$ cat config.mk
export PLATFORM = sky130hd
export DESIGN_NAME = rsm_pin_mux
export DESIGN_NICKNAME = d
export VERILOG_FILES = /design/src/rtl/rsm_pkg.sv /design/src/rtl/rsm_strap_latch.sv /design/src/rtl/rsm_pin_mux.sv
export SDC_FILE = /design/constraint.sdc
export NUM_CORES = 1
export LEC_CHECK = 0
export BUFFER_PORTS_ARGS = -buffer_cell sky130_fd_sc_hd__buf_2
export CORE_AREA = 3 3 262 264
export DETAILED_ROUTE_END_ITERATION = 6
export DIE_AREA = 0 0 265 267
export PLACE_DENSITY_LB_ADDON = 0.15
export SYNTH_ARGS = -nofsm -noshare
export SYNTH_HDL_FRONTEND = slang
export SYNTH_SLANG_ARGS = --single-unit
$ cat constraint.sdc
create_clock -name clk -period 3.9 [get_ports clk]
set_clock_uncertainty 0.15 [all_clocks]
set_input_delay 0.195 -clock clk [delete_from_list [all_inputs] [get_ports clk]]
set_output_delay 0.195 -clock clk [all_outputs]
set_load 0.1 [all_outputs]
$ cat src/rtl/rsm_pkg.sv
// Package of constants and carrier types for the reset strap pin mux
package rsm_pkg;
    localparam int ADDR_W = 24;
    localparam logic [23:0] INT_RAM_BASE = 24'h000000;
    localparam logic [23:0] INT_RSVD_BASE = 24'h008000;
    localparam logic [23:0] CS0_BASE = 24'h010000;
    localparam logic [23:0] CS1_BASE = 24'h400000;
    localparam logic [23:0] CS2_BASE = 24'h800000;
    localparam logic [23:0] CS3_BASE = 24'hc00000;
    localparam logic [23:0] ROM_BASE = 24'hff8000;
    localparam logic MODE_RST = 1'h0;
    localparam logic [2:0] BOOT_RST = 3'h0;
    localparam logic ROM_DIS_RST = 1'h0;
    localparam logic [2:0] BOOT_DIRECT16 = 3'h0;
    localparam int PIO_W = 36;
    localparam int PIO_ADDR_LO = 0;
    localparam int PIO_DATA_LO = 4;
    localparam int PIO_CTRL_LO = 20;
    localparam int CTRL_READY_IN = 3;
    localparam int CTRL_HOLD_IN = 14;

    typedef enum {
        BOOT_DIRECT_16, BOOT_SERIAL_EPROM, BOOT_SERIAL_PORT, BOOT_EXT_MEM16,
        BOOT_DIRECT_32, BOOT_HOST_PORT, BOOT_TWO_WIRE_EPROM, BOOT_UART
    } rsm_boot_t;

    typedef enum {
        REG_INT_RAM, REG_INT_RSVD, REG_ROM, REG_CS0, REG_CS1, REG_CS2, REG_CS3
    } rsm_region_t;

    // Parallel pin group: address 21..2, data 31..0, control 15..0
    typedef struct packed {
        logic [19:0] addr;
        logic [31:0] data;
        logic [15:0] ctrl;
    } rsm_pins_t;
endpackage

$ cat src/rtl/rsm_strap_latch.sv
// Strap capture register taken at the release of reset
`timescale 1ns/10ps
module rsm_strap_latch (
    input wire logic clk, // Core clock
    input wire logic rst_b, // Async reset, active low
    input wire logic modeStrap, // Mux mode strap level
    input wire logic [2:0] bootStrap, // Boot select strap levels
    output logic modeSel, // Latched mux mode
    output logic [2:0] bootSel, // Latched boot mode
    output logic captured // Capture done
);
    logic done_ff, nxt_done;
    logic mode_ff, nxt_mode;
    logic [2:0] boot_ff, nxt_boot;

    always_comb begin
        nxt_done = 1'b1;
        nxt_mode = mode_ff;
        nxt_boot = boot_ff;
        // Async reset may not load a port, so catch on first edge after release
        if (!done_ff) begin
            nxt_mode = modeStrap;
            nxt_boot = bootStrap;
        end
    end

    always_ff @(posedge clk or negedge rst_b) begin
        if (!rst_b) begin
            done_ff <= 1'b0;
            mode_ff <= rsm_pkg::MODE_RST;
            boot_ff <= rsm_pkg::BOOT_RST;
        end else begin
            done_ff <= nxt_done;
            mode_ff <= nxt_mode;
            boot_ff <= nxt_boot;
        end
    end

    assign modeSel = mode_ff;
    assign bootSel = boot_ff;
    assign captured = done_ff;
endmodule

$ cat src/rtl/rsm_pin_mux.sv
// Reset strap driven parallel pin mux, boot decode and address decode
//
// Notes on behaviour
// - Mux mode comes only from the strap level captured at reset.
// - Strap low: memory interface and host port off; A17..2, D15..0 unused.
// - General-purpose mode gives 16 control, 4 address, 16 data pins to I/O.
// - I/O bits: A21..18 to 3..0, D31..16 to 19..4, C0..15 to 20..35.
// - Strap high: memory interface address 21..2 and data 31..0 drive pins.
// - Control pins carry strobes, chip and byte enables, hold in that order.
// - Select register mode bit: 0 general-purpose, 1 memory interface.
// - Strap high enables host port multiplexed over eight shared data pins.
// - Select register keeps showing the strap-chosen configuration after reset.
// - Three boot straps latched at reset release; shared with I/O bits 2..0.
// - Boot codes decode to the eight documented boot methods.
// - Lowest 64K of space 0 internal; external space 0 starts at 010000h.
// - ROM disable bit 0 maps FF8000h upward to on-chip ROM.
// - Spaces 1, 2, 3 start at 400000h, 800000h, C00000h.
// - Memory interface clock gated off when not selected.
`timescale 1ns/10ps
module rsm_pin_mux (
    input wire logic clk, // Core clock, 50 MHz
    input wire logic rst_b, // Async reset, active low
    input wire logic mux_mode_strap_pin, // Mux mode strap level
    input wire logic [2:0] boot_select_straps, // Boot strap levels
    input wire logic romDisWrEn, // Software write strobe for ROM disable
    input wire logic romDisWrData, // Software write value for ROM disable
    input wire rsm_pkg::rsm_pins_t memIfOut, // Memory interface output levels
    input wire rsm_pkg::rsm_pins_t memIfOe, // Memory interface output enables
    input wire logic [7:0] hostOut, // Host port shared data out
    input wire logic [7:0] hostOe, // Host port shared data enables
    input wire logic [35:0] pioOut, // Parallel I/O output levels
    input wire logic [35:0] pioOe, // Parallel I/O output enables
    input wire rsm_pkg::rsm_pins_t pinIn, // Parallel pin input levels
    input wire logic [7:0] hostPinIn, // Host shared data pin levels
    input wire logic [23:0] busAddr, // Byte address to decode
    output rsm_pkg::rsm_pins_t pinOut, // Parallel pin output levels
    output rsm_pkg::rsm_pins_t pinOe, // Parallel pin output enables
    output logic [7:0] host_shared_data_pins_out, // Host data pin levels
    output logic [7:0] host_shared_data_pins_oe, // Host data pin enables
    output rsm_pkg::rsm_pins_t memIfIn, // Pin levels seen by memory interface
    output logic [7:0] hostIn, // Pin levels seen by host port
    output logic [35:0] pioIn, // Pin levels seen by parallel I/O
    output logic external_bus_select_reg, // Mux mode bit of select register
    output logic memIfEn, // Memory interface enabled
    output logic hostEn, // Host port enabled, multiplexed
    output logic memIfClkEn, // Memory interface clock enable
    output logic [2:0] bootMode, // Latched boot straps
    output rsm_pkg::rsm_boot_t bootKind, // Decoded boot method
    output logic rom_disable_bit, // ROM disable status bit
    output rsm_pkg::rsm_region_t region, // Decoded region of busAddr
    output logic regionExt // Decoded region is external
);
    // ********************************
    // Strap capture
    // ********************************
    logic modeSel, capDone;
    logic [2:0] bootSel;

    rsm_strap_latch u_latch (
        .clk(clk),
        .rst_b(rst_b),
        .modeStrap(mux_mode_strap_pin),
        .bootStrap(boot_select_straps),
        .modeSel(modeSel),
        .bootSel(bootSel),
        .captured(capDone)
    );

    // ********************************
    // Decode functions
    // ********************************
    function automatic rsm_pkg::rsm_boot_t boot_decode(input logic [2:0] code);
        rsm_pkg::rsm_boot_t k;
        case (code)
            3'h0: k = rsm_pkg::BOOT_DIRECT_16;
            3'h1: k = rsm_pkg::BOOT_SERIAL_EPROM;
            3'h2: k = rsm_pkg::BOOT_SERIAL_PORT;
            3'h3: k = rsm_pkg::BOOT_EXT_MEM16;
            3'h4: k = rsm_pkg::BOOT_DIRECT_32;
            3'h5: k = rsm_pkg::BOOT_HOST_PORT;
            3'h6: k = rsm_pkg::BOOT_TWO_WIRE_EPROM;
            default: k = rsm_pkg::BOOT_UART;
        endcase
        return k;
    endfunction

    function automatic rsm_pkg::rsm_region_t addr_decode(input logic [23:0] a,
                                                        input logic romOff);
        rsm_pkg::rsm_region_t r;
        // ROM takes top of space 3
        if (!romOff && a >= rsm_pkg::ROM_BASE) begin
            r = rsm_pkg::REG_ROM;
        end else if (a >= rsm_pkg::CS3_BASE) begin
            r = rsm_pkg::REG_CS3;
        end else if (a >= rsm_pkg::CS2_BASE) begin
            r = rsm_pkg::REG_CS2;
        end else if (a >= rsm_pkg::CS1_BASE) begin
            r = rsm_pkg::REG_CS1;
        end else if (a >= rsm_pkg::CS0_BASE) begin
            r = rsm_pkg::REG_CS0;
        end else if (a >= rsm_pkg::INT_RSVD_BASE) begin
            r = rsm_pkg::REG_INT_RSVD;
        end else begin
            r = rsm_pkg::REG_INT_RAM;
        end
        return r;
    endfunction

    // ********************************
    // Registered state and outputs
    // ********************************
    logic romDis_ff, nxt_romDis;
    logic modeReg_ff, nxt_modeReg;
    rsm_pkg::rsm_pins_t pinOut_ff, nxt_pinOut, pinOe_ff, nxt_pinOe, memIn_ff, nxt_memIn;
    logic [7:0] hOut_ff, nxt_hOut, hOe_ff, nxt_hOe, hIn_ff, nxt_hIn;
    logic [35:0] pioIn_ff, nxt_pioIn;
    logic memEn_ff, nxt_memEn, hostEn_ff, nxt_hostEn, clkEn_ff, nxt_clkEn;
    logic [2:0] boot_ff, nxt_boot;
    rsm_pkg::rsm_boot_t kind_ff, nxt_kind;
    rsm_pkg::rsm_region_t reg_ff, nxt_reg;
    logic ext_ff, nxt_ext;

    always_comb begin
        nxt_modeReg = modeSel;
        nxt_boot = bootSel;
        nxt_kind = boot_decode(bootSel);
        nxt_romDis = romDis_ff;
        // ROM disable set from straps once; software may rewrite later
        if (!capDone) begin
            nxt_romDis = (boot_select_straps == rsm_pkg::BOOT_DIRECT16);
        end else if (romDisWrEn) begin
            nxt_romDis = romDisWrData;
        end
        nxt_memEn = capDone & modeSel;
        nxt_hostEn = capDone & modeSel;
        nxt_clkEn = capDone & modeSel;
        nxt_reg = addr_decode(busAddr, romDis_ff);
        nxt_ext = !(nxt_reg == rsm_pkg::REG_INT_RAM || nxt_reg == rsm_pkg::REG_INT_RSVD
                    || nxt_reg == rsm_pkg::REG_ROM);
        nxt_pinOut = '0;
        nxt_pinOe = '0;
        nxt_memIn = '0;
        nxt_pioIn = '0;
        nxt_hOut = '0;
        nxt_hOe = '0;
        nxt_hIn = '0;
        if (!capDone) begin
            // Pins stay undriven until the strap is known
            nxt_pinOe = '0;
        end else if (modeSel) begin
            nxt_pinOut = memIfOut;
            nxt_pinOe = memIfOe;
            nxt_memIn = pinIn;
            nxt_hOut = hostOut;
            nxt_hOe = hostOe;
            nxt_hIn = hostPinIn;
        end else begin
            nxt_pinOut.addr[19:16] = pioOut[3:0];
            nxt_pinOe.addr[19:16] = pioOe[3:0];
            nxt_pinOut.data[31:16] = pioOut[19:4];
            nxt_pinOe.data[31:16] = pioOe[19:4];
            nxt_pinOut.ctrl = pioOut[35:20];
            nxt_pinOe.ctrl = pioOe[35:20];
            nxt_pioIn = {pinIn.ctrl, pinIn.data[31:16], pinIn.addr[19:16]};
            nxt_pinOe.addr[15:0] = '0;
            nxt_pinOe.data[15:0] = '0;
        end
        // Ready and hold request are inputs in memory interface mode; never drive them there
        nxt_pinOe.ctrl[rsm_pkg::CTRL_READY_IN] = !modeSel & nxt_pinOe.ctrl[rsm_pkg::CTRL_READY_IN];
        nxt_pinOe.ctrl[rsm_pkg::CTRL_HOLD_IN] = !modeSel & nxt_pinOe.ctrl[rsm_pkg::CTRL_HOLD_IN];
    end

    always_ff @(posedge clk or negedge rst_b) begin
        if (!rst_b) begin
            romDis_ff <= rsm_pkg::ROM_DIS_RST;
            modeReg_ff <= rsm_pkg::MODE_RST;
            pinOut_ff <= '0;
            pinOe_ff <= '0;
            memIn_ff <= '0;
            hOut_ff <= 8'h00;
            hOe_ff <= 8'h00;
            hIn_ff <= 8'h00;
            pioIn_ff <= 36'h0;
            memEn_ff <= 1'b0;
            hostEn_ff <= 1'b0;
            clkEn_ff <= 1'b0;
            boot_ff <= rsm_pkg::BOOT_RST;
            kind_ff <= rsm_pkg::BOOT_DIRECT_16;
            reg_ff <= rsm_pkg::REG_INT_RAM;
            ext_ff <= 1'b0;
        end else begin
            romDis_ff <= nxt_romDis;
            modeReg_ff <= nxt_modeReg;
            pinOut_ff <= nxt_pinOut;
            pinOe_ff <= nxt_pinOe;
            memIn_ff <= nxt_memIn;
            hOut_ff <= nxt_hOut;
            hOe_ff <= nxt_hOe;
            hIn_ff <= nxt_hIn;
            pioIn_ff <= nxt_pioIn;
            memEn_ff <= nxt_memEn;
            hostEn_ff <= nxt_hostEn;
            clkEn_ff <= nxt_clkEn;
            boot_ff <= nxt_boot;
            kind_ff <= nxt_kind;
            reg_ff <= nxt_reg;
            ext_ff <= nxt_ext;
        end
    end

    assign pinOut = pinOut_ff;
    assign pinOe = pinOe_ff;
    assign memIfIn = memIn_ff;
    assign host_shared_data_pins_out = hOut_ff;
    assign host_shared_data_pins_oe = hOe_ff;
    assign hostIn = hIn_ff;
    assign pioIn = pioIn_ff;
    assign external_bus_select_reg = modeReg_ff;
    assign memIfEn = memEn_ff;
    assign hostEn = hostEn_ff;
    assign memIfClkEn = clkEn_ff;
    assign bootMode = boot_ff;
    assign bootKind = kind_ff;
    assign rom_disable_bit = romDis_ff;
    assign region = reg_ff;
    assign regionExt = ext_ff;
endmodule

# After elaboration in Yosys (flattened, before gate mapping)
# Index checks and enable logic that the tools add are counted.
[word_totals]
ff_bits = 340
inputBits = 332
out_inout_bits = 337
wordCells = 77
[classes]
order_cmp = 6
eq_ne = 9
muxes = 27
bitwise_logic = 3
reduce_logical = 9
[op_table]
columns = ["op", "count"]
rows = [
  ["$mux W68", 5],
  ["$ge A24 B24 Y1 const B", 3],
  ["$mux W36", 2],
  ["$mux W16", 4],
  ["$mux W8", 6],
  ["$eq A32 B2 Y1 const B", 1],
  ["$eq A32 B3 Y1 const B", 1],
  ["$logic_not A32 Y1", 1],
  ["$ge A24 B16 Y1 const B", 1],
  ["$ge A24 B17 Y1 const B", 1],
  ["$ge A24 B23 Y1 const B", 1],
  ["$pmux W3 S7", 1],
  ["$mux W3", 4],
  ["$eq A3 B3 Y1 const B", 3],
  ["$eq A3 B2 Y1 const B", 2],
  ["$logic_not A3 Y1", 2],
  ["$mux W4", 1],
  ["$and A1 B1 Y1", 3],
  ["$eq A3 B1 Y1 const B", 1],
  ["$logic_not A1 Y1", 3],
  ["$mux W1", 3],
  ["$logic_or A1 B1 Y1", 2],
  ["$mux W2", 1],
  ["$ne A2 B2 Y1 const B", 1],
  ["$logic_and A1 B1 Y1", 1],
]

# Depth between registers and ports, before layout
# Gate-level depths: netlist (run 1).
[depth]
ltp_word = 11
depth_mapped = 5
depth_no_buf = 3

# By module
# Synthesis (run 1) repeated with hierarchy kept, for this count alone.
[hier_totals]
cells_unflattened = 757
area_unflattened_um2 = 10288.6
[modules_own_cells]
columns = ["mod", "instances", "cells_per_inst", "area_per_inst_um2", "seq_area_each_um2"]
rows = [
  ["rsm_pin_mux", 1, 747, 10114.7, 6931.6],
  ["rsm_strap_latch", 1, 10, 173.9, 125.1],
]

# Worst setup path after synthesis (run 1)
# No wires, ideal clock.
[synth_timing]
path_kind = "flip-flop to output port"
startpoint = "reg clkEn_ff (netlist: memIfClkEn)"
endpoint = "out memIfClkEn"
t_arrival_ns = 1.341
required_ns = 3.555
slack_ns = 2.214
stages_incl_launch_ff = 2
n_path_buf = 1
cell_sequence = "dfrtp_1 buf_4"
[synth_rtl]
columns = ["element", "line", "rtl"]
rows = [
  ["start, declared", "rsm_pin_mux.sv:117", "logic memEn_ff, nxt_memEn, hostEn_ff, nxt_hostEn, clkEn_ff, nxt_clkEn;"],
  ["start signal, assigned", "rsm_pin_mux.sv:203", "clkEn_ff <= nxt_clkEn;"],
  ["end, declared", "rsm_pin_mux.sv:46", "output logic memIfClkEn,"],
]
# No word-level cell between the ends.

==> results of run 1 <==
worst max-delay path, cell delays in order (launching register included):
cell and delay [ns]:
dfrtp_4 0.85, buf_4 0.49, mux2i_1 0.28, dlygate4sd3_1 0.58, nor2b_1 0.05
final timing paths:
path	start	endpoint	slack, ns	cells after the start
worst max-delay path	u_latch.modeSel$_DFFE_PN0N_	pinOut[15]$_DFF_PN0_	1.37	4
worst min-delay path	rst_b	pioIn[18]$_DFF_PN0_	0.21	2
worst max register to register	u_latch.modeSel$_DFFE_PN0N_	pinOut[15]$_DFF_PN0_	1.37	4
worst min register to register	u_latch.bootSel[1]$_DFFE_PN0N_	bootKind[1]$_DFF_PN0_	0.23	0
max in group asynchronous	rst_b	memIfIn[43]$_DFF_PN0_	2.38	4
min in group clk	u_latch.bootSel[1]$_DFFE_PN0N_	bootKind[1]$_DFF_PN0_	0.23	0
logic make-up after synthesis:
kind of cell	count (synthesis)	share of synthesized area, %
muxes	75	7.35
DFF	282	68.6
other	2	0.0730
AOI/OAI and AO/OA	4	0.231
and+or+nand+nor	276	16.8
buffers and inverters	119	6.94
power breakdown:
part,leakage (nW),switching (mW),internal [mW]
Combinational,5.82,1.96,0.621
Clock,0.528,1.28,1.84
Sequential,3.72,0.0622,3.10
Total,10.1,3.30,5.56
layout by cell type, fill, tap and decap left out:
master         instances
o41ai_1                1
or4_4                  1
clkinv_8               1
buf_8                  1
buf_12                 5
a21oi_1                2
mux2i_1               70
dlygate4sd3_1        313
and2b_2                1
nor2_1                 3
inv_6                  1
and2_1                39
clkbuf_1              12
and3_1               156
dfrtp_4                2
nand4_1                2
inv_1                  1
nand2_1                2
conb_1                59
nor3_4                 1
clkinv_2               2
clkbuf_8               7
clkbuf_16             36
buf_2                592
mux2_2                 5
nor2b_1               70
nor4b_1                1
buf_4                  7
o21ai_1                1
clkinvlp_4             3
diode_2                2
dfrtp_1              280
cells in the mapped netlist:
cell      number  area [um^2]
nand2_1        2         7.51
o21ai_1        1         5.00
nor3_4         1         16.3
inv_1          1         3.75
and3_1       156          976
buf_2          8         40.0
clkbuf_1      40          150
o41ai_1        1         8.76
and2_1        39          244
dfrtp_1      282         7060
buf_4         68          510
clkbuf_2       2         10.0
mux2_2         5         56.3
mux2i_1       70          701
a21oi_1        2         10.0
nor2_1         3         11.3
nand4_1        2         12.5
nor2b_1       70          438
and2b_1        1         7.51
or4_4          1         11.3
nor4b_1        1         8.76
conb_1         2         7.51
cell type report:
class / instances / area, um^2
Antenna cell: 2 / 5.00
Multi-Input combinational cell: 414 / 2740
Sequential cell: 282 / 7060
Tap cell: 873 / 1090
Inverter: 1 / 3.75
Clock inverter: 7 / 57.6
Fill cell: 7051 / 48500
Clock buffer: 55 / 1040
Timing Repair Buffer: 918 / 6260
per-layer routing:
layer | part of all wire (%) | wire length (um) | vias to the layer above | global-route usage, %
met5 | 0 | 0 | - | 0
met4 | 2.2 | 858 | 0 | 3.19
met3 | 8.2 | 3230 | 52 | 3.50
met2 | 53 | 20600 | 413 | 19.8
met1 | 37 | 14500 | 4242 | 11.5
li1 | - | - | 4172 | -
stage by stage:
stage	setup WS, ns	total power, mW	utilization [%]	cells
floorplan	2.21	5.02	-	815
global placement	1.78	5.53	21.0	2175
detailed placement	1.76	5.53	21.0	2175
CTS	1.30	9.06	27.3	2550
global route	1.16	9.27	27.3	2551
finish	1.37	8.86	27.3	2552
==> impl_metrics.env, run 1 <==
export IMPL_clockBufferDepth=3
export IMPL_antenna_left=0
export IMPL_final_hold_violation_count=0
export IMPL_start_util_pct=15.4
export IMPL_num_vias=8879
export IMPL_critical_path_class="reg2reg"
export IMPL_worst_path_max_fanout=56
export IMPL_worstMarginPinSlew_ns=0.899
export IMPL_ys_types=22
export IMPL_rows=95
export IMPL_die_area_um2=70800
export IMPL_drt_iter0_markers=214
export IMPL_post_drt_via_cell_ratio=3.48
export IMPL_ys_seq_elements=282
export IMPL_synth_area_um2=10300
export IMPL_drv_slew=0
export IMPL_startpoint_type="flip-flop"
export IMPL_cts_buffers=36
export IMPL_drive_above_1_share_pct=39.7
export IMPL_wl_per_cell_um=15.4
export IMPL_fmax_mhz=395
export IMPL_fin_crit_ns=2.53
export IMPL_status="complete, no violations"
export IMPL_path_clk_slew_ns=0.06
export IMPL_required_ns=4.16
export IMPL_cts_tree="yes"
export IMPL_ys_seq_area_share_pct=68.6
export IMPL_fp_dieH_um=267
export IMPL_place_congestion=0.733
export IMPL_grt_max_degree=124
export IMPL_routed_wl_um=39200
export IMPL_arrival_ns=2.78
export IMPL_leakage_nw=10.1
export IMPL_core_area_um2=66800
export IMPL_gr_total_overflow=0
export IMPL_grt_usage_pct=10.6
export IMPL_end_kind="flip-flop"
export IMPL_hold_class="in2async"
export IMPL_rsz0062_at_grt="no"
export IMPL_min_period_over_period_pct=64.8
export IMPL_relSlewSlack_pct=40.1
export IMPL_finalSetupViolations=0
export IMPL_htreeDepth=2
export IMPL_nets=1985
export IMPL_holdBufCountCts=313
export IMPL_cap_violations=0
export IMPL_antenna_found_initial=2
export IMPL_die_w_um=265
export IMPL_numClockSinks=282
export IMPL_io_pins=669
export IMPL_drc=0
export IMPL_ir_drop_uv=220
export IMPL_syn_to_final_growth_pct=77.5
export IMPL_cellPowerDensity_nw_per_um2=485
export IMPL_grt_pass1_vias=9642
export IMPL_design_area_um2=18300
export IMPL_grt_pass1_wl_um=58000
export IMPL_synthCells=758
export IMPL_fin_setup_tns_ns=0
export IMPL_cts_setup_buffers=0
export IMPL_dp_hpwl_um=27500
export IMPL_syn_avg_cell_area_um2=13.6
export IMPL_clock_latency_ns=0.53
export IMPL_first_pass_iters=5
export IMPL_port_buffers=593
export IMPL_root_buffer="clkbuf_16"
export IMPL_hold_slack_ns=0.214
export IMPL_dpl_cell_area_um2=14000
export IMPL_ys_warn_count=0
export IMPL_cts_resized=0
Power figures use the tool's default switching activity.
==> run 2: changes to the inputs <==
- CORE_AREA: 3 3 262 264 -> 3 3 256 258
- DIE_AREA: 0 0 265 267 -> 0 0 259 261
- clock period: 3.9 -> 2.4 ns (I/O delays scaled with it)
==> run 2 against run 1 <==
  * Utilization increased by 1.9 points
  * Clock power increased by 75%
  * Design area increased by 1.3%
  * Critical path depth unchanged
  * Combinational power increased by 65%
  * Maximum frequency increased by 16%
  * First-iteration DRC count increased by 37%
  * Global-route usage increased by 0.50 points
  * Non-clock buffer count increased by 14
  * Via count increased by 1.9%
  * Highest routed layer unchanged
==> impl_metrics.env, run 2 (synthesis results as in run 1) <==
export IMPL_post_drt_via_cell_ratio=3.56
export IMPL_core_area_um2=63200
export IMPL_numClockSinks=282
export IMPL_clock_latency_ns=0.54
export IMPL_worst_path_max_fanout=60
export IMPL_clockBufferDepth=3
export IMPL_grt_busiest_layer="met2"
export IMPL_grt_use_met3_pct=3.63
export IMPL_cap_violations=0
export IMPL_cts_buffers=36
export IMPL_placed_cells=2160
export IMPL_min_period_over_period_pct=90.7
export IMPL_cp_slowest_cell="dfrtp_4"
export IMPL_fp_dieH_um=261
export IMPL_port_buffers=593
export IMPL_fin_setup_tns_ns=0
export IMPL_ir_drop_uv=388
export IMPL_status="complete, no violations"
export IMPL_drive_above_1_share_pct=40.4
export IMPL_rsz0062_at_grt="no"
export IMPL_final_common_cell="buf_2"
export IMPL_num_vias=9047
export IMPL_end_kind="flip-flop"
export IMPL_grt_pass1_wl_um=57600
export IMPL_grt_usage_pct=11.1
export IMPL_cts_tree="yes"
export IMPL_relSlewSlack_pct=37.3
export IMPL_worstMarginPinSlew_ns=0.938
export IMPL_cp_startpoint="u_latch.modeSel$_DFFE_PN0N_"
export IMPL_die_area_um2=67600
export IMPL_final_cell_mix="592 x buf_2, 314 x dlygate4sd3_1, 280 x dfrtp_1"
export IMPL_grt_pass1_vias=9588
export IMPL_cellPowerDensity_nw_per_um2=802
export IMPL_io_pins=669
export IMPL_final_util_pct=29.3
export IMPL_crit_buf_inv=2
export IMPL_first_pass_iters=4
export IMPL_gr_total_overflow=0
export IMPL_final_hold_violation_count=0
export IMPL_use_met1_pct=12.2
export IMPL_post_place_ws_ns=0.659
export IMPL_drc=0
export IMPL_arrival_ns=2.45
export IMPL_crit_chain="buf_12, mux2i_1, dlygate4sd3_1, nor2b_1"
export IMPL_path_clk_slew_ns=0.06
export IMPL_switching_share_pct=36.6
export IMPL_hold_class="in2async"
export IMPL_drv_slew=0
export IMPL_rows=92
export IMPL_fin_cells=2540
export IMPL_path_delay_family="buffers and inverters"
export IMPL_internal_power_mw=9.41
export IMPL_grt_use_met2_pct=19.7
export IMPL_fin_crit_ns=2.18
export IMPL_fmax_mhz=460
export IMPL_pwr_share_clk_pct=36.8
export IMPL_drt_iter0_markers=293
export IMPL_timing_rr_start="u_latch.modeSel$_DFFE_PN0N_"
export IMPL_slowest_delay_ns=0.65
export IMPL_htreeDepth=2
export IMPL_antenna_found_initial=4
export IMPL_leakage_nw=10.2
export IMPL_wl_per_cell_um=15.6
export IMPL_die_w_um=259
export IMPL_grt_max_degree=127
export IMPL_routed_wl_um=39500
export IMPL_critical_path_class="reg2reg"
export IMPL_place_congestion=0.784
export IMPL_dp_hpwl_um=28200
export IMPL_nets=1999
export IMPL_syn_to_final_growth_pct=79.8
export IMPL_pwr_share_comb_pct=28.7
export IMPL_root_buffer="clkbuf_16"
export IMPL_antenna_left=0
export IMPL_required_ns=2.67
export IMPL_power_switching_mw=5.43
export IMPL_finalSetupViolations=0
export IMPL_start_util_pct=16.3
export IMPL_worst_slack_ns=0.224
export IMPL_power_frac_seq_pct=34.6
export IMPL_startpoint_type="flip-flop"
## run 2: final timing paths
kind | slack (ns) | endpoint | cells after the start
max reg2reg | 0.22 | pinOut[8]$_DFF_PN0_ | 4
max | 0.22 | pinOut[8]$_DFF_PN0_ | 4
min reg2reg | 0.24 | bootMode[2]$_DFF_PN0_ | 0
max in group asynchronous | 0.62 | pinOe[63]$_DFF_PN0_ | 3
min in group clk | 0.19 | pinOe[14]$_DFF_PN0_ | 3
min | 0.14 | host_shared_data_pins_oe[3]$_DFF_PN0_ | 3
## run 2: stage by stage
stage | cell area (um^2) | hold WS (ns) | total power [mW]
after floorplan | 10500 | -0.326 | 8.15
after CTS | 18500 | 0.118 | 15.1
after global placement | 14100 | -0.0167 | 9.02
final | 18500 | 0.135 | 14.8
after detailed placement | 14100 | -0.0162 | 9.01
after global routing | 18500 | 0.145 | 15.5
## run 2: power by group through the flow
stage                     Clock (mW)  Combinational [mW]  Sequential (mW)
after detailed placement           0                3.79             5.22
after global placement             0                3.80             5.22
after floorplan                    0               0.936             7.22
final                           5.45                4.25             5.13
after CTS                       5.70                4.29             5.14
after global routing            5.89                4.44             5.16
## run 2: layer usage
metal | vias to the layer above | wire (um)
met1 | 4331 | 14700
met3 | 64 | 3590
met5 | - | 0
met2 | 450 | 19800
li1 | 4202 | -
met4 | 0 | 1450
## run 2: final cells by class
cell class	count	area, um^2
Fill cell	6552	44700
Sequential cell	282	7060
Multi-Input combinational cell	414	2740
Timing Repair Buffer	932	6440
Clock buffer	50	1020
Inverter	1	3.75
Tap cell	846	1060
Antenna cell	1	2.50
Clock inverter	14	181
## run 2: timing repair
item | in CTS | in global routing
setup buffers | 0 | 0
resized for setup | 0 | 0
hold buffers | 315 | 0
hold endpoints to repair | 555 | 0
## run 2: worst reg2reg max path, delay by kind of cell, from the launching register on
kind,cells,cell delay [ns]
buf+inv,2,0.87
flops,1,0.65
mux,1,0.34
simple gates,1,0.05
